**config.mk**
```make
export PLATFORM = sky130hd
export DESIGN_NAME = ebm_master
export DESIGN_NICKNAME = d
export VERILOG_FILES = /design/src/hdl/ebm_pkg.sv /design/src/hdl/ebm_bus_monitor.sv /design/src/hdl/ebm_master.sv
export SDC_FILE = /design/constraint.sdc
export NUM_CORES = 1
export LEC_CHECK = 0
export BUFFER_PORTS_ARGS = -buffer_cell sky130_fd_sc_hd__clkbuf_2
export CORE_MARGIN = 2
export CORE_UTILIZATION = 45
export CTS_CLUSTER_DIAMETER = 30
export DETAILED_ROUTE_END_ITERATION = 7
export HOLD_SLACK_MARGIN = 0.08
export PLACE_DENSITY = 0.66
export SLEW_MARGIN = 20
export SYNTH_ARGS = -nofsm -noshare
export SYNTH_HDL_FRONTEND = slang
export SYNTH_SLANG_ARGS = --single-unit
export TNS_END_PERCENT = 100
```
**constraint.sdc**
```tcl
create_clock -name core_clk -period 8.18 [get_ports core_clk]
set_input_delay 2.454 -clock core_clk [delete_from_list [all_inputs] [get_ports core_clk]]
set_output_delay 2.454 -clock core_clk [all_outputs]
set_load 0.005 [all_outputs]
```
**src/hdl/ebm_pkg.sv**
```systemverilog
// shared constants, codes and helpers for the external bus master
package ebm_pkg;

  // ------------------------------------------------------------
  // widths
  // ------------------------------------------------------------
  localparam int ADDR_W = 24;
  localparam int DATA_W = 16;
  localparam int OPND_W = 32;
  localparam int REM_W  = 3;
  localparam int MON_W  = 7;

  // ------------------------------------------------------------
  // bus cycle states, gray along idle-addr-wait-term-step
  // ------------------------------------------------------------
  typedef enum logic [2:0] {
    EBM_IDLE = 3'h0,
    EBM_ADDR = 3'h1,
    EBM_WAIT = 3'h3,
    EBM_TERM = 3'h2,
    EBM_STEP = 3'h6
  } ebm_state_e;

  // ------------------------------------------------------------
  // size codes, also used for the requested operand size
  // ------------------------------------------------------------
  localparam logic [1:0] SZ_BYTE  = 2'h1;
  localparam logic [1:0] SZ_WORD  = 2'h2;
  localparam logic [1:0] SZ_THREE = 2'h3;
  localparam logic [1:0] SZ_LONG  = 2'h0;

  localparam logic [REM_W-1:0] REM_NONE  = 3'h0;
  localparam logic [REM_W-1:0] REM_ONE   = 3'h1;
  localparam logic [REM_W-1:0] REM_TWO   = 3'h2;
  localparam logic [REM_W-1:0] REM_THREE = 3'h3;
  localparam logic [REM_W-1:0] REM_FOUR  = 3'h4;

  // ------------------------------------------------------------
  // address space codes
  // ------------------------------------------------------------
  localparam logic [2:0] SPC_USER_DATA = 3'h1;
  localparam logic [2:0] SPC_USER_PROG = 3'h2;
  localparam logic [2:0] SPC_SUPV_DATA = 3'h5;
  localparam logic [2:0] SPC_SUPV_PROG = 3'h6;
  localparam logic [2:0] SPC_CPU       = 3'h7;

  // ------------------------------------------------------------
  // acknowledge pair levels, bit 1 is the upper line, low active
  // ------------------------------------------------------------
  localparam logic [1:0] ACK_WAIT   = 2'h3;
  localparam logic [1:0] ACK_PORT8  = 2'h2;
  localparam logic [1:0] ACK_PORT16 = 2'h1;

  // ------------------------------------------------------------
  // bus monitor, code 0 gives the longest period
  // ------------------------------------------------------------
  localparam logic [MON_W-1:0] MON_BASE_CLOCKS = 7'h40;
  localparam logic [MON_W-1:0] MON_ONE         = 7'h01;

  localparam logic [ADDR_W-1:0] ADDR_ONE = 24'h000001;
  localparam logic [ADDR_W-1:0] ADDR_TWO = 24'h000002;

  // remaining byte count to the size code driven on the pins
  function automatic logic [1:0] size_code(input logic [REM_W-1:0] rem);
    case (rem)
      REM_ONE:   size_code = SZ_BYTE;
      REM_TWO:   size_code = SZ_WORD;
      REM_THREE: size_code = SZ_THREE;
      default:   size_code = SZ_LONG;
    endcase
  endfunction : size_code

  // requested operand size to its byte count
  function automatic logic [REM_W-1:0] size_bytes(input logic [1:0] sz);
    case (sz)
      SZ_BYTE: size_bytes = REM_ONE;
      SZ_WORD: size_bytes = REM_TWO;
      default: size_bytes = REM_FOUR;
    endcase
  endfunction : size_bytes

endpackage : ebm_pkg

```
**src/hdl/ebm_bus_monitor.sv**
```systemverilog
// response-time watchdog that flags a cycle left without termination
`timescale 1ns/1ps

module ebm_bus_monitor #(
  parameter int CNT_W = ebm_pkg::MON_W
) (
  // clock and reset
  input  wire logic             core_clk,
  input  wire logic             resetn,
  // control
  input  wire logic             run,
  input  wire logic [1:0]       period_sel,
  // result
  output logic                  timeout
);

  logic [CNT_W-1:0] cnt_q;
  logic [CNT_W-1:0] limit;

  // ------------------------------------------------------------
  // period select
  // ------------------------------------------------------------
  assign limit = CNT_W'(ebm_pkg::MON_BASE_CLOCKS >> period_sel);

  // ------------------------------------------------------------
  // counter
  // ------------------------------------------------------------
  // run stays high across all byte cycles of one operand, so an
  // 8-bit port word needs a period of at least two byte accesses
  always_ff @(posedge core_clk or negedge resetn) begin
    if (!resetn) begin
      cnt_q   <= '0;
      timeout <= 1'b0;
    end else if (!run) begin
      cnt_q   <= '0;
      timeout <= 1'b0;
    end else if (cnt_q == limit - ebm_pkg::MON_ONE) begin
      timeout <= 1'b1;
    end else begin
      cnt_q <= cnt_q + ebm_pkg::MON_ONE;
    end
  end

endmodule : ebm_bus_monitor

```
**src/hdl/ebm_master.sv**
```systemverilog
// asynchronous external bus master with dynamic port sizing
//
// How it works
// - 24-bit address, 16-bit bidirectional data bus
// - drive operand byte address, hold during strobe
// - location strobe half clock after start
// - read data latched on last falling edge
// - writes drive all sixteen data lines
// - write data half clock after location strobe
// - read transfer strobe together with location strobe
// - write transfer strobe one clock after location
// - direction changes only at cycle start
// - remaining size code during the strobe
// - three-bit space code during the strobe
// - space from supervisor state and access type
// - chip-select acknowledges accepted as well
// - bus fault ends unanswered or faulty cycle
// - internal monitor raises fault, can be disabled
// - byte, word, long to 8/16-bit ports
// - ack pair decode: wait, 8-bit, 16-bit
// - every cycle assumes 16-bit, moves maximum
// - monitor period 64, 32, 16, 8 clocks
`timescale 1ns/1ps

module ebm_master #(
  parameter int ADDR_W = ebm_pkg::ADDR_W,
  parameter int DATA_W = ebm_pkg::DATA_W,
  parameter int OPND_W = ebm_pkg::OPND_W
) (
  // clock and reset
  input  wire logic              core_clk,
  input  wire logic              resetn,
  // processor request
  input  wire logic              cpu_req_valid,
  output logic                   cpu_req_ready,
  input  wire logic              cpu_req_write,
  input  wire logic [1:0]        cpu_req_size,
  input  wire logic [ADDR_W-1:0] cpu_req_addr,
  input  wire logic [OPND_W-1:0] cpu_req_wdata,
  input  wire logic              cpu_req_supervisor,
  input  wire logic              cpu_req_program,
  input  wire logic              cpu_req_cpu_space,
  // processor answer
  output logic                   cpu_done,
  output logic [OPND_W-1:0]      cpu_rdata,
  output logic                   cpu_fault,
  output logic                   cpu_autovec,
  // monitor configuration
  input  wire logic [1:0]        monitor_period_sel,
  input  wire logic              monitor_external_en,
  // chip-select terminations
  input  wire logic [1:0]        cs_port_width_ack_n,
  input  wire logic              cs_auto_vector_ack_n,
  // external bus pins
  output logic [ADDR_W-1:0]      bus_addr,
  input  wire logic [DATA_W-1:0] bus_data_in,
  output logic [DATA_W-1:0]      bus_data_out,
  output logic                   bus_data_oe,
  output logic                   location_strobe_n,
  output logic                   transfer_strobe_n,
  output logic                   bus_read,
  output logic [1:0]             remaining_size_code,
  output logic [2:0]             space_code,
  input  wire logic [1:0]        port_width_ack_n,
  input  wire logic              bus_fault_in_n,
  input  wire logic              auto_vector_ack_n
);

  localparam int LANE_W = DATA_W / 2;

  ebm_pkg::ebm_state_e state_q;
  ebm_pkg::ebm_state_e state_d;

  logic [ADDR_W-1:0]        addr_q;
  logic [OPND_W-1:0]        wbuf_q;
  logic [OPND_W-1:0]        rbuf_q;
  logic [ebm_pkg::REM_W-1:0] rem_q;
  logic [ebm_pkg::REM_W-1:0] step_n;
  logic [ebm_pkg::REM_W-1:0] rem_left;
  logic                     write_q;
  logic                     port8_q;
  logic                     fault_q;
  logic                     auto_vector_ack_q;
  logic [DATA_W-1:0]        rd_cap_q;
  logic [DATA_W-1:0]        rd_stage_q;
  logic [OPND_W-1:0]        rbuf_d;
  logic [LANE_W-1:0]        rd_byte;
  logic [DATA_W-1:0]        wr_lanes;
  logic [2:0]               req_space;

  logic [3:0]               pin_meta_q;
  logic [3:0]               pin_sync_q;
  logic [1:0]               ack_s;
  logic                     ack8;
  logic                     ack16;
  logic                     auto_vector_ack_hit;
  logic                     fault_hit;
  logic                     mon_timeout;
  logic                     take;
  logic                     terminate;
  logic                     last_cycle;

  // ------------------------------------------------------------
  // pin synchronisers
  // ------------------------------------------------------------
  always_ff @(posedge core_clk or negedge resetn) begin
    if (!resetn) begin
      pin_meta_q <= 4'hF;
      pin_sync_q <= 4'hF;
    end else begin
      pin_meta_q <= {port_width_ack_n, bus_fault_in_n, auto_vector_ack_n};
      pin_sync_q <= pin_meta_q;
    end
  end

  // ------------------------------------------------------------
  // termination decode
  // ------------------------------------------------------------
  // low-active lines from pins and chip selects are wire-anded
  assign ack_s     = pin_sync_q[3:2] & cs_port_width_ack_n;
  assign ack8      = (ack_s == ebm_pkg::ACK_PORT8);
  assign ack16     = (ack_s == ebm_pkg::ACK_PORT16);
  // autovector only counts in processor control space
  assign auto_vector_ack_hit  = (addr_space_is_cpu(space_code, state_q) == 1'b0) ? 1'b0 :
                     (!pin_sync_q[0] || !cs_auto_vector_ack_n);
  assign fault_hit = !pin_sync_q[1] || mon_timeout;
  // the reserved all-low pair is treated as wait; the monitor ends it
  assign terminate = (state_q == ebm_pkg::EBM_WAIT) && (ack8 || ack16 || auto_vector_ack_hit || fault_hit);
  assign take      = cpu_req_valid && cpu_req_ready;

  function automatic logic addr_space_is_cpu(input logic [2:0] spc, input ebm_pkg::ebm_state_e st);
    addr_space_is_cpu = (spc == ebm_pkg::SPC_CPU) && (st == ebm_pkg::EBM_WAIT);
  endfunction : addr_space_is_cpu

  // ------------------------------------------------------------
  // space code from processor state
  // ------------------------------------------------------------
  always_comb begin
    if (cpu_req_cpu_space) begin
      req_space = ebm_pkg::SPC_CPU;
    end else if (cpu_req_supervisor) begin
      req_space = cpu_req_program ? ebm_pkg::SPC_SUPV_PROG : ebm_pkg::SPC_SUPV_DATA;
    end else begin
      req_space = cpu_req_program ? ebm_pkg::SPC_USER_PROG : ebm_pkg::SPC_USER_DATA;
    end
  end

  // ------------------------------------------------------------
  // sizing arithmetic
  // ------------------------------------------------------------
  // an 8-bit port, an odd address or a last byte moves one byte
  assign step_n     = (port8_q || addr_q[0] || rem_q == ebm_pkg::REM_ONE) ?
                      ebm_pkg::REM_ONE : ebm_pkg::REM_TWO;
  assign rem_left   = rem_q - step_n;
  assign last_cycle = (rem_left == ebm_pkg::REM_NONE) || fault_q || auto_vector_ack_q;

  // lanes: byte on 8-bit port on the upper lane, odd byte on a
  // 16-bit port on the lower lane, aligned word on both
  assign rd_byte = (port8_q || !addr_q[0]) ? rd_stage_q[DATA_W-1:LANE_W] : rd_stage_q[LANE_W-1:0];

  always_comb begin
    if (step_n == ebm_pkg::REM_TWO) begin
      rbuf_d = {rbuf_q[OPND_W-DATA_W-1:0], rd_stage_q};
    end else begin
      rbuf_d = {rbuf_q[OPND_W-LANE_W-1:0], rd_byte};
    end
  end

  // port width is unknown when data is driven, so a lone byte goes on
  // both lanes and a pair of bytes as an aligned word
  always_comb begin
    if (rem_q == ebm_pkg::REM_ONE || addr_q[0]) begin
      wr_lanes = {wbuf_q[OPND_W-1 -: LANE_W], wbuf_q[OPND_W-1 -: LANE_W]};
    end else begin
      wr_lanes = wbuf_q[OPND_W-1 -: DATA_W];
    end
  end

  // ------------------------------------------------------------
  // cycle sequencer
  // ------------------------------------------------------------
  always_comb begin
    state_d = state_q;
    case (state_q)
      ebm_pkg::EBM_IDLE: begin
        if (take) begin
          state_d = ebm_pkg::EBM_ADDR;
        end
      end
      ebm_pkg::EBM_ADDR: begin
        state_d = ebm_pkg::EBM_WAIT;
      end
      ebm_pkg::EBM_WAIT: begin
        if (terminate) begin
          state_d = ebm_pkg::EBM_TERM;
        end
      end
      ebm_pkg::EBM_TERM: begin
        state_d = ebm_pkg::EBM_STEP;
      end
      ebm_pkg::EBM_STEP: begin
        // strobes were negated at the falling edge inside term
        state_d = last_cycle ? ebm_pkg::EBM_IDLE : ebm_pkg::EBM_ADDR;
      end
      default: begin
        state_d = ebm_pkg::EBM_IDLE;
      end
    endcase
  end

  always_ff @(posedge core_clk or negedge resetn) begin
    if (!resetn) begin
      state_q <= ebm_pkg::EBM_IDLE;
    end else begin
      state_q <= state_d;
    end
  end

  // ------------------------------------------------------------
  // operand bookkeeping
  // ------------------------------------------------------------
  always_ff @(posedge core_clk or negedge resetn) begin
    if (!resetn) begin
      addr_q  <= '0;
      wbuf_q  <= '0;
      rem_q   <= ebm_pkg::REM_NONE;
      write_q <= 1'b0;
    end else if (take) begin
      addr_q  <= cpu_req_addr;
      wbuf_q  <= cpu_req_wdata << (OPND_W - LANE_W * int'(ebm_pkg::size_bytes(cpu_req_size)));
      rem_q   <= ebm_pkg::size_bytes(cpu_req_size);
      write_q <= cpu_req_write;
    end else if (state_q == ebm_pkg::EBM_STEP && !last_cycle) begin
      addr_q <= (step_n == ebm_pkg::REM_TWO) ? addr_q + ebm_pkg::ADDR_TWO : addr_q + ebm_pkg::ADDR_ONE;
      wbuf_q <= (step_n == ebm_pkg::REM_TWO) ? wbuf_q << DATA_W : wbuf_q << LANE_W;
      rem_q  <= rem_left;
    end
  end

  // ------------------------------------------------------------
  // termination record
  // ------------------------------------------------------------
  always_ff @(posedge core_clk or negedge resetn) begin
    if (!resetn) begin
      port8_q <= 1'b0;
      fault_q <= 1'b0;
      auto_vector_ack_q  <= 1'b0;
    end else if (state_q == ebm_pkg::EBM_ADDR) begin
      port8_q <= 1'b0;
      fault_q <= 1'b0;
      auto_vector_ack_q  <= 1'b0;
    end else if (terminate) begin
      port8_q <= ack8;
      fault_q <= fault_hit;
      auto_vector_ack_q  <= auto_vector_ack_hit && !ack8 && !ack16;
    end
  end

  // ------------------------------------------------------------
  // pin-facing control outputs
  // ------------------------------------------------------------
  always_ff @(posedge core_clk or negedge resetn) begin
    if (!resetn) begin
      bus_addr            <= '0;
      remaining_size_code <= ebm_pkg::SZ_LONG;
      space_code          <= ebm_pkg::SPC_USER_DATA;
    end else if (state_q == ebm_pkg::EBM_IDLE && take) begin
      bus_addr            <= cpu_req_addr;
      remaining_size_code <= ebm_pkg::size_code(ebm_pkg::size_bytes(cpu_req_size));
      space_code          <= req_space;
    end else if (state_q == ebm_pkg::EBM_STEP && !last_cycle) begin
      bus_addr            <= (step_n == ebm_pkg::REM_TWO) ? addr_q + ebm_pkg::ADDR_TWO : addr_q + ebm_pkg::ADDR_ONE;
      remaining_size_code <= ebm_pkg::size_code(rem_left);
    end
  end

  // direction only moves when a new operand starts
  always_ff @(posedge core_clk or negedge resetn) begin
    if (!resetn) begin
      bus_read <= 1'b1;
    end else if (take) begin
      bus_read <= !cpu_req_write;
    end
  end

  // write data goes out on the rising edge after the strobe fell
  always_ff @(posedge core_clk or negedge resetn) begin
    if (!resetn) begin
      bus_data_out <= '0;
      bus_data_oe  <= 1'b0;
    end else if (state_q == ebm_pkg::EBM_ADDR) begin
      bus_data_out <= wr_lanes;
      bus_data_oe  <= write_q;
    end else if (state_q == ebm_pkg::EBM_TERM) begin
      bus_data_oe  <= 1'b0;
    end
  end

  // ------------------------------------------------------------
  // falling-edge strobes and read capture
  // ------------------------------------------------------------
  always_ff @(negedge core_clk or negedge resetn) begin
    if (!resetn) begin
      location_strobe_n <= 1'b1;
    end else begin
      location_strobe_n <= !(state_q == ebm_pkg::EBM_ADDR || state_q == ebm_pkg::EBM_WAIT);
    end
  end

  always_ff @(negedge core_clk or negedge resetn) begin
    if (!resetn) begin
      transfer_strobe_n <= 1'b1;
    end else if (write_q) begin
      transfer_strobe_n <= !(state_q == ebm_pkg::EBM_WAIT);
    end else begin
      transfer_strobe_n <= !(state_q == ebm_pkg::EBM_ADDR || state_q == ebm_pkg::EBM_WAIT);
    end
  end

  // the device holds data until the strobes drop, so the edge that
  // negates them is also the safe sampling point
  always_ff @(negedge core_clk or negedge resetn) begin
    if (!resetn) begin
      rd_cap_q <= '0;
    end else if (state_q == ebm_pkg::EBM_TERM && !write_q) begin
      rd_cap_q <= bus_data_in;
    end
  end

  // second stage brings the captured word into the rising domain
  always_ff @(posedge core_clk or negedge resetn) begin
    if (!resetn) begin
      rd_stage_q <= '0;
    end else if (state_q == ebm_pkg::EBM_TERM) begin
      rd_stage_q <= rd_cap_q;
    end
  end

  always_ff @(posedge core_clk or negedge resetn) begin
    if (!resetn) begin
      rbuf_q <= '0;
    end else if (take) begin
      rbuf_q <= '0;
    end else if (state_q == ebm_pkg::EBM_STEP && !write_q) begin
      rbuf_q <= rbuf_d;
    end
  end

  // ------------------------------------------------------------
  // processor handshake
  // ------------------------------------------------------------
  always_ff @(posedge core_clk or negedge resetn) begin
    if (!resetn) begin
      cpu_req_ready <= 1'b1;
      cpu_done      <= 1'b0;
      cpu_rdata     <= '0;
      cpu_fault     <= 1'b0;
      cpu_autovec   <= 1'b0;
    end else begin
      cpu_done <= 1'b0;
      if (take) begin
        cpu_req_ready <= 1'b0;
      end else if (state_q == ebm_pkg::EBM_STEP && last_cycle) begin
        cpu_req_ready <= 1'b1;
        cpu_done      <= 1'b1;
        cpu_rdata     <= write_q ? '0 : rbuf_d;
        cpu_fault     <= fault_q;
        cpu_autovec   <= auto_vector_ack_q;
      end
    end
  end

  // ------------------------------------------------------------
  // bus monitor
  // ------------------------------------------------------------
  // held across every cycle of one operand; software clears the
  // enable when another master can own the bus
  ebm_bus_monitor #(
    .CNT_W (ebm_pkg::MON_W)
  ) u_monitor (
    .core_clk   (core_clk),
    .resetn     (resetn),
    .run        (monitor_external_en && !cpu_req_ready),
    .period_sel (monitor_period_sel),
    .timeout    (mon_timeout)
  );

endmodule : ebm_master

```
# [Yosys cells after proc, flatten, opt, wreduce, memory -nomap -nowiden]
# Cells that the tools add are included.
[totals] ff_bits=223 input_bits=91 out_inout_bits=85 word_cells=154
[classes] n_addsub=6 eq_ne=22 shift=2 mux=49 bitwise_logic=2 n_reduce_logical=45
[ops] cell="2-to-1 mux 32 bit" count=5
[ops] cell="2-to-1 mux 24 bit" count=6
[ops] cell="<< shifter 32 x 32 -> 32 bit" count=1
[ops] cell="adder 24 x 1 -> 24 bit, second input constant" count=1
[ops] cell="adder 24 x 2 -> 24 bit, second input constant" count=1
[ops] cell="2-to-1 mux 3 bit" count=8
[ops] cell="equality test 3 x 2 -> 1 bit, second input constant" count=6
[ops] cell="2-to-1 mux 1 bit" count=17
[ops] cell="2-to-1 mux 8 bit" count=2
[ops] cell="case mux 3 bit (5 select lines)" count=1
[ops] cell="2-to-1 mux 7 bit" count=2
[ops] cell="equality test 3 x 1 -> 1 bit, second input constant" count=4
[ops] cell="logical NOT 1 bit" count=12
[ops] cell="logical OR 1 bit" count=12
[ops] cell="case mux 2 bit (3 select lines)" count=2
[ops] cell="nonzero test 2 bit" count=6
[ops] cell="logical AND 1 bit" count=11
[ops] cell="2-to-1 mux 2 bit" count=5
[ops] cell="!= test 2 bit, second input constant" count=4
[ops] cell="adder 7 x 1 -> 7 bit, second input constant" count=1
[ops] cell="equality test 7 bit" count=1
[ops] cell=">> shifter 7 x 2 -> 7 bit, first input constant" count=1
[ops] cell="subtractor 6 x 6 -> 7 bit, first input constant" count=1
[ops] cell="subtractor 7 x 1 -> 7 bit, second input constant" count=1
[ops] cell="other kinds (9)" count=15

# [Longest topological paths before layout]
# Gate-level depths: netlist of the first run.
[logic_depth] depth_word=11 depth_mapped=13 mapped_depth_nobuf=9

# [Cells and area by module]
# From an unflattened synthesis of the first run, not the netlist that was laid out.
[unflattened] cells_unflattened=1040 area_unflattened_um2=10841.6
[by_module_without_submodules] module="ebm_master" n_inst=1 cells_each=991 area_each_um2=10348.7
[by_module_without_submodules] module="ebm_bus_monitor" n_inst=1 cells_each=49 area_each_um2=493.0

==> results.yml, run 1 <==
status:
  status: "finished clean"
min_path:
  hold_class: "reg -> reg"
  hp-start: "pin_meta_q[1]"
  hold_end: "pin_sync_q[1]"
  worstHoldPathCells: 0
layout:
  antennaDiodeCount: 0
  nets: 1340
  drive_gt1_frac: 0.292
  most-common-layout-cells: "dfrtp_1 (194), clkbuf_2 (174), nand2_1 (172), o21ai_0 (108), nor2_1 (66)"
  final_common_cell: "dfrtp_1"
  syn2layout_area_growth_pct: 26.5
  final_util: 0.581
logic_synthesis:
  syn_inst: 1065
  ys.flop_type: "dfrtp_1"
  synth_nets: 1165
  yosysUniqueCellTypes: 62
  syn-mean-instance-area_um2: 10.1
  ys_seq_area_frac: 0.518
  synth_enable_flop_cells: 0
  synth_area_um2: 10800
  synth_seq_cells: 223
  yosys_warnings: 0
  synthArstFlopShare: 1.00
floorplan:
  die-width_um: 159
  dieArea_um2: 25300
  fp-row-count: 56
  die_h_um: 159
  start_util: 0.459
  core_area_um2: 23500
  pin_count: 176
placed_design:
  gp_congestion: 0.792
  port_buffers: 175
  dp_hpwl_um: 18100
  dp_slack_ns: 1.03
power:
  power.density_nw_per_um2: 428
  total_power_w: 0.00585
  leakagePower_nw: 6.10
  peakVddDrop_v: 0.000217
routing:
  vias: 8641
  wirelength_um: 27700
  post_drt_wl_per_cell_um: 17.3
  drt_iter0_drc: 558
  drt_drc_violations_left: 0
  viasPerCell: 5.41
  antenna_left: 0
  first_pass_iters: 5
critical_path:
  crit_family: "flip-flops"
  startpoint_type: "register"
  cp_max_fo: 1
  required_ns: 5.73
  worstPathCellList: "clkbuf_2"
  r2r_slack_ns: 2.30
  ff2ff_path_depth: 4
  critPathMaxStageDelay_ns: 0.51
  slowest_stage: "dfstp_2"
  r2r_end: "rd_cap_q[12]"
  path_class: "reg -> out"
  crit_buf_inv: 1
  endpoint_kind: "output port"
  cp.arrival_ns: 5.27
  crit-reg2reg-launch: "state_q[1]"
global_route:
  gr-total-overflow: 0
  grt_use_total: 0.221
  grt_pass1_wl_um: 45900
  antenna_found_initial: 0
  grt_max_degree: 71
  grt_pass1_vias: 8761
sta:
  finalSetupViolCount: 0
  tightest_slew_ns: 1.09
  timing.setup.tns_ns: 0
  maxSlewHeadroom: 0.276
  hold_viol: 0
  maxSlewViolCount: 0
  skew_ns: 0.0453
  rsz0062_at_grt: "no"
  finalWorstSetupSlack_ns: 0.456
clock_network:
  cts_sinks: 223
  cts_root_buf: "clkbuf_16"
  path_clk_slew_ns: 0.04
  post_cts_buffers: 0
  numCtsBuffers: 49
  cts_tree: "yes"
  h-tree-depth: 2
  clk_latency_ns: 0.57
  cts_resized: 0
  holdBufCountCts: 0
  clk_path_buf_depth: 3
flow_run:
  maxCapViolations: 0
## stage by stage
stage	hold WS (ns)	instances	cell area, um^2
floorplan	0.345	1065	10800
global route	0.359	1598	13700
CTS	0.356	1598	13700
detailed placement	0.349	1507	11900
global placement	0.346	1507	11900
finish	0.354	1598	13700
## routing by layer
metal,track usage,wire (um),vias to the layer above
li1,-,-,4138
met1,0.302,12400,4200
met2,0.353,12800,246
met3,0.0490,1760,57
met4,0.0723,688,0
met5,0,0,-
## cells in the mapped netlist (4+ instances only)
cell / number / area share
nand4_1: 12 / 0.0069
a21oi_1: 40 / 0.019
inv_1: 14 / 0.0049
nand2_1: 172 / 0.060
xor2_1: 6 / 0.0049
and2_1: 7 / 0.0041
o21ai_1: 19 / 0.0088
nand2b_1: 9 / 0.0052
dfrtn_1: 16 / 0.037
dfrtp_1: 194 / 0.45
buf_2: 19 / 0.0088
a211oi_1: 13 / 0.0090
mux2i_1: 62 / 0.057
nor2_1: 69 / 0.024
nor3_1: 12 / 0.0056
a2111oi_2: 5 / 0.0069
nor4_2: 7 / 0.0081
a311o_1: 8 / 0.0074
ha_1: 8 / 0.0093
nor4_1: 4 / 0.0023
clkbuf_1: 45 / 0.016
xnor2_1: 39 / 0.032
dfstp_2: 13 / 0.032
a22oi_1: 16 / 0.011
a311oi_1: 5 / 0.0041
mux2_2: 45 / 0.047
or3_1: 5 / 0.0029
nand3_1: 20 / 0.0093
a31oi_1: 7 / 0.0041
o211ai_1: 7 / 0.0049
a31o_2: 5 / 0.0041
o21ai_0: 109 / 0.050
a22o_1: 9 / 0.0073
## final cells by class
cell class              instances  area (um^2)
fillers                      2098         9870
well taps                     319          399
multi-input cells             757         4870
clock inverters                31          364
repair buffers                194         1030
inverters                      13         48.8
clock buffers                  61         1360
flip-flops and latches        223         5600
## where the power goes
part | internal [W] | total (W) | switching (W) | leakage, nW
registers | 0.00160 | 0.00199 | 0.000392 | 2.75
clock network | 0.00137 | 0.00200 | 0.000632 | 0.850
logic | 0.000827 | 0.00186 | 0.00103 | 2.50
total | 0.00380 | 0.00585 | 0.00206 | 6.10
## worst max-delay path by stage
stage,from,to,slack [ns],cells after the start
5_1_grt,transfer_strobe_n,transfer_strobe_n,0.43,1
3_3_place_gp,transfer_strobe_n,transfer_strobe_n,1.05,1
3_5_place_dp,transfer_strobe_n,transfer_strobe_n,1.03,1
2_1_floorplan,location_strobe_n,location_strobe_n,1.14,0
6_report,transfer_strobe_n,transfer_strobe_n,0.46,1
4_1_cts,transfer_strobe_n,transfer_strobe_n,0.44,1
## state kept, by name (all words and copies together), names as in the netlist, 2 cells and up
| signal | count |
|---|---|
| space_code | 3 |
| pin_meta_q | 4 |
| cpu_rdata | 32 |
| wbuf_q | 32 |
| remaining_size_code | 2 |
| state_q | 3 |
| bus_addr | 24 |
| u_monitor.cnt_q | 7 |
| rem_q | 3 |
| bus_data_out | 16 |
| rbuf_q | 24 |
| addr_q | 24 |
| rd_stage_q | 16 |
| rd_cap_q | 16 |
| pin_sync_q | 4 |
## cells by family (layout without fill, tap and decap cells)
family                     after synthesis  count (layout)  share of synthesized area
adders and majority gates                9               9                     0.0111
xor gates and xnor gates                46              46                     0.0380
buffers and inverters                   85             299                     0.0330
muxes                                  107             107                      0.104
AOI/OAI and AO/OA                      259             259                      0.153
and+or+nand+nor                        336             336                      0.142
DFF                                    223             223                      0.518
Power figures use the tool's default switching activity.
==> run 2: changes to the inputs <==
- GPL_TIMING_DRIVEN: unset -> 0
==> results.yml, run 2 (synthesis results as in run 1) <==
sta:
  finalSetupViolCount: 0
  hold_viol: 0
  maxSlewViolCount: 0
  timing.hold.ws_ns: 0.355
  tightest_slew_ns: 1.09
  maxSlewHeadroom: 0.267
  skew_ns: 0.0450
  rsz0062_at_grt: "no"
  timing.setup.tns_ns: 0
floorplan:
  core_area_um2: 23500
  start_util: 0.459
  fp-row-count: 56
  die_h_um: 159
  dieArea_um2: 25300
  pin_count: 176
  die-width_um: 159
min_path:
  hold_end: "pin_sync_q[3]"
  worstHoldPathCells: 0
  hold_class: "reg -> reg"
  hp-start: "pin_meta_q[3]"
critical_path:
  required_ns: 5.73
  cp.arrival_ns: 5.28
  crit-reg2reg-launch: "state_q[1]"
  worstPathCellList: "clkbuf_2"
  r2r_end: "rd_cap_q[12]"
  crit_family: "flip-flops"
  crit_buf_inv: 1
  r2r_slack_ns: 1.53
  startpoint_type: "register"
  ff2ff_path_depth: 5
  slowest_stage: "dfstp_2"
  path_class: "reg -> out"
  critPathMaxStageDelay_ns: 0.51
  cp_max_fo: 1
  endpoint_kind: "output port"
routing:
  wirelength_um: 30700
  drt_iter0_drc: 647
  drt_drc_violations_left: 0
  vias: 9136
  first_pass_iters: 6
  antenna_left: 0
  viasPerCell: 5.52
  post_drt_wl_per_cell_um: 18.6
global_route:
  grt_use_total: 0.244
  antenna_found_initial: 0
  grt_max_degree: 89
  grt_pass1_wl_um: 49700
  gr-total-overflow: 0
  grt_pass1_vias: 9482
clock_network:
  cts_tree: "yes"
  holdBufCountCts: 0
  clk_path_buf_depth: 3
  numCtsBuffers: 49
  h-tree-depth: 2
  cts_root_buf: "clkbuf_16"
  clk_latency_ns: 0.56
  cts_sinks: 223
  cts_resized: 0
  post_cts_buffers: 0
  path_clk_slew_ns: 0.04
power:
  total_power_w: 0.00606
  leakagePower_nw: 6.20
  pwr-share-comb: 0.325
  power.density_nw_per_um2: 434
  peakVddDrop_v: 0.000216
  swShare: 0.353
  p_clk_frac: 0.347
  power_frac_seq: 0.328
  internal_power_w: 0.00392
  power.switching_w: 0.00214
layout:
  most-common-layout-cells: "dfrtp_1 (194), clkbuf_2 (176), nand2_1 (172), o21ai_0 (109), nor2_1 (69)"
  multiInputGateArea_um2: 4850
  finalInstanceArea_um2: 13900
  seqCellArea_um2: 5600
  antennaDiodeCount: 0
  drive_gt1_frac: 0.282
  largest_registers: "cpu_rdata (32), wbuf_q (32)"
  final_common_cell: "dfrtp_1"
  fillCellCount: 2057
  nets: 1394
  syn2layout_area_growth_pct: 29.1
flow_run:
  maxCapViolations: 0
status:
  status: "finished clean"
placed_design:
  dp_hpwl_um: 21700
  placed_cell_area_um2: 12100
  port_buffers: 175
  gp_congestion: 0.873
[run 2: cell count changes in the layout (fill, tap and decap cells not counted), sizes merged]
cell,change
clkinvlp,+2
buf,+6
clkinv,-4
bufinv,+2
clkbuf,+50
[run 2: cell type report]
cell class / instances / area share
plain buffers: 71 / 0.0218
clock inverters: 31 / 0.0316
inverters: 13 / 0.00350
well taps: 319 / 0.0286
multi-input cells: 757 / 0.348
clock buffers: 63 / 0.0981
repair buffers: 177 / 0.0674
flip-flops and latches: 223 / 0.401
[run 2: worst max-delay path by stage]
stage | startpoint | end | slack, ns | depth (start not counted)
final | transfer_strobe_n | transfer_strobe_n | 0.44 | 1
after global routing | transfer_strobe_n | transfer_strobe_n | 0.39 | 1
after CTS | transfer_strobe_n | transfer_strobe_n | 0.42 | 1
after detailed placement | resetn | rd_cap_q[4] | 0.45 | 3
after global placement | resetn | rd_cap_q[4] | -3.82 | 1
after floorplan | location_strobe_n | location_strobe_n | 1.14 | 0
[run 2: through the flow]
stage,util,std cells,setup WS (ns)
6_report,0.592,1654,0.441
5_1_grt,0.592,1654,0.394
4_1_cts,0.592,1654,0.423
3_5_place_dp,0.516,1561,0.446
3_3_place_gp,0.513,1559,-3.82
2_1_floorplan,-,1065,1.14
[run 2: per-layer routing]
metal,global-route usage,wire [um]
met5,0,0
met1,0.324,13300
met3,0.0401,1830
met4,0.0938,899
met2,0.403,14700
[run 2: power by group through the flow]
stage / registers (W) / logic [W] / clock network, W
after floorplan: 0.00189 / 0.00134 / 0.00000230
after global placement: 0.00197 / 0.00191 / 0.00000230
after detailed placement: 0.00199 / 0.00196 / 0.00000230
after CTS: 0.00198 / 0.00198 / 0.00212
after global routing: 0.00205 / 0.00219 / 0.00219
final: 0.00199 / 0.00197 / 0.00210
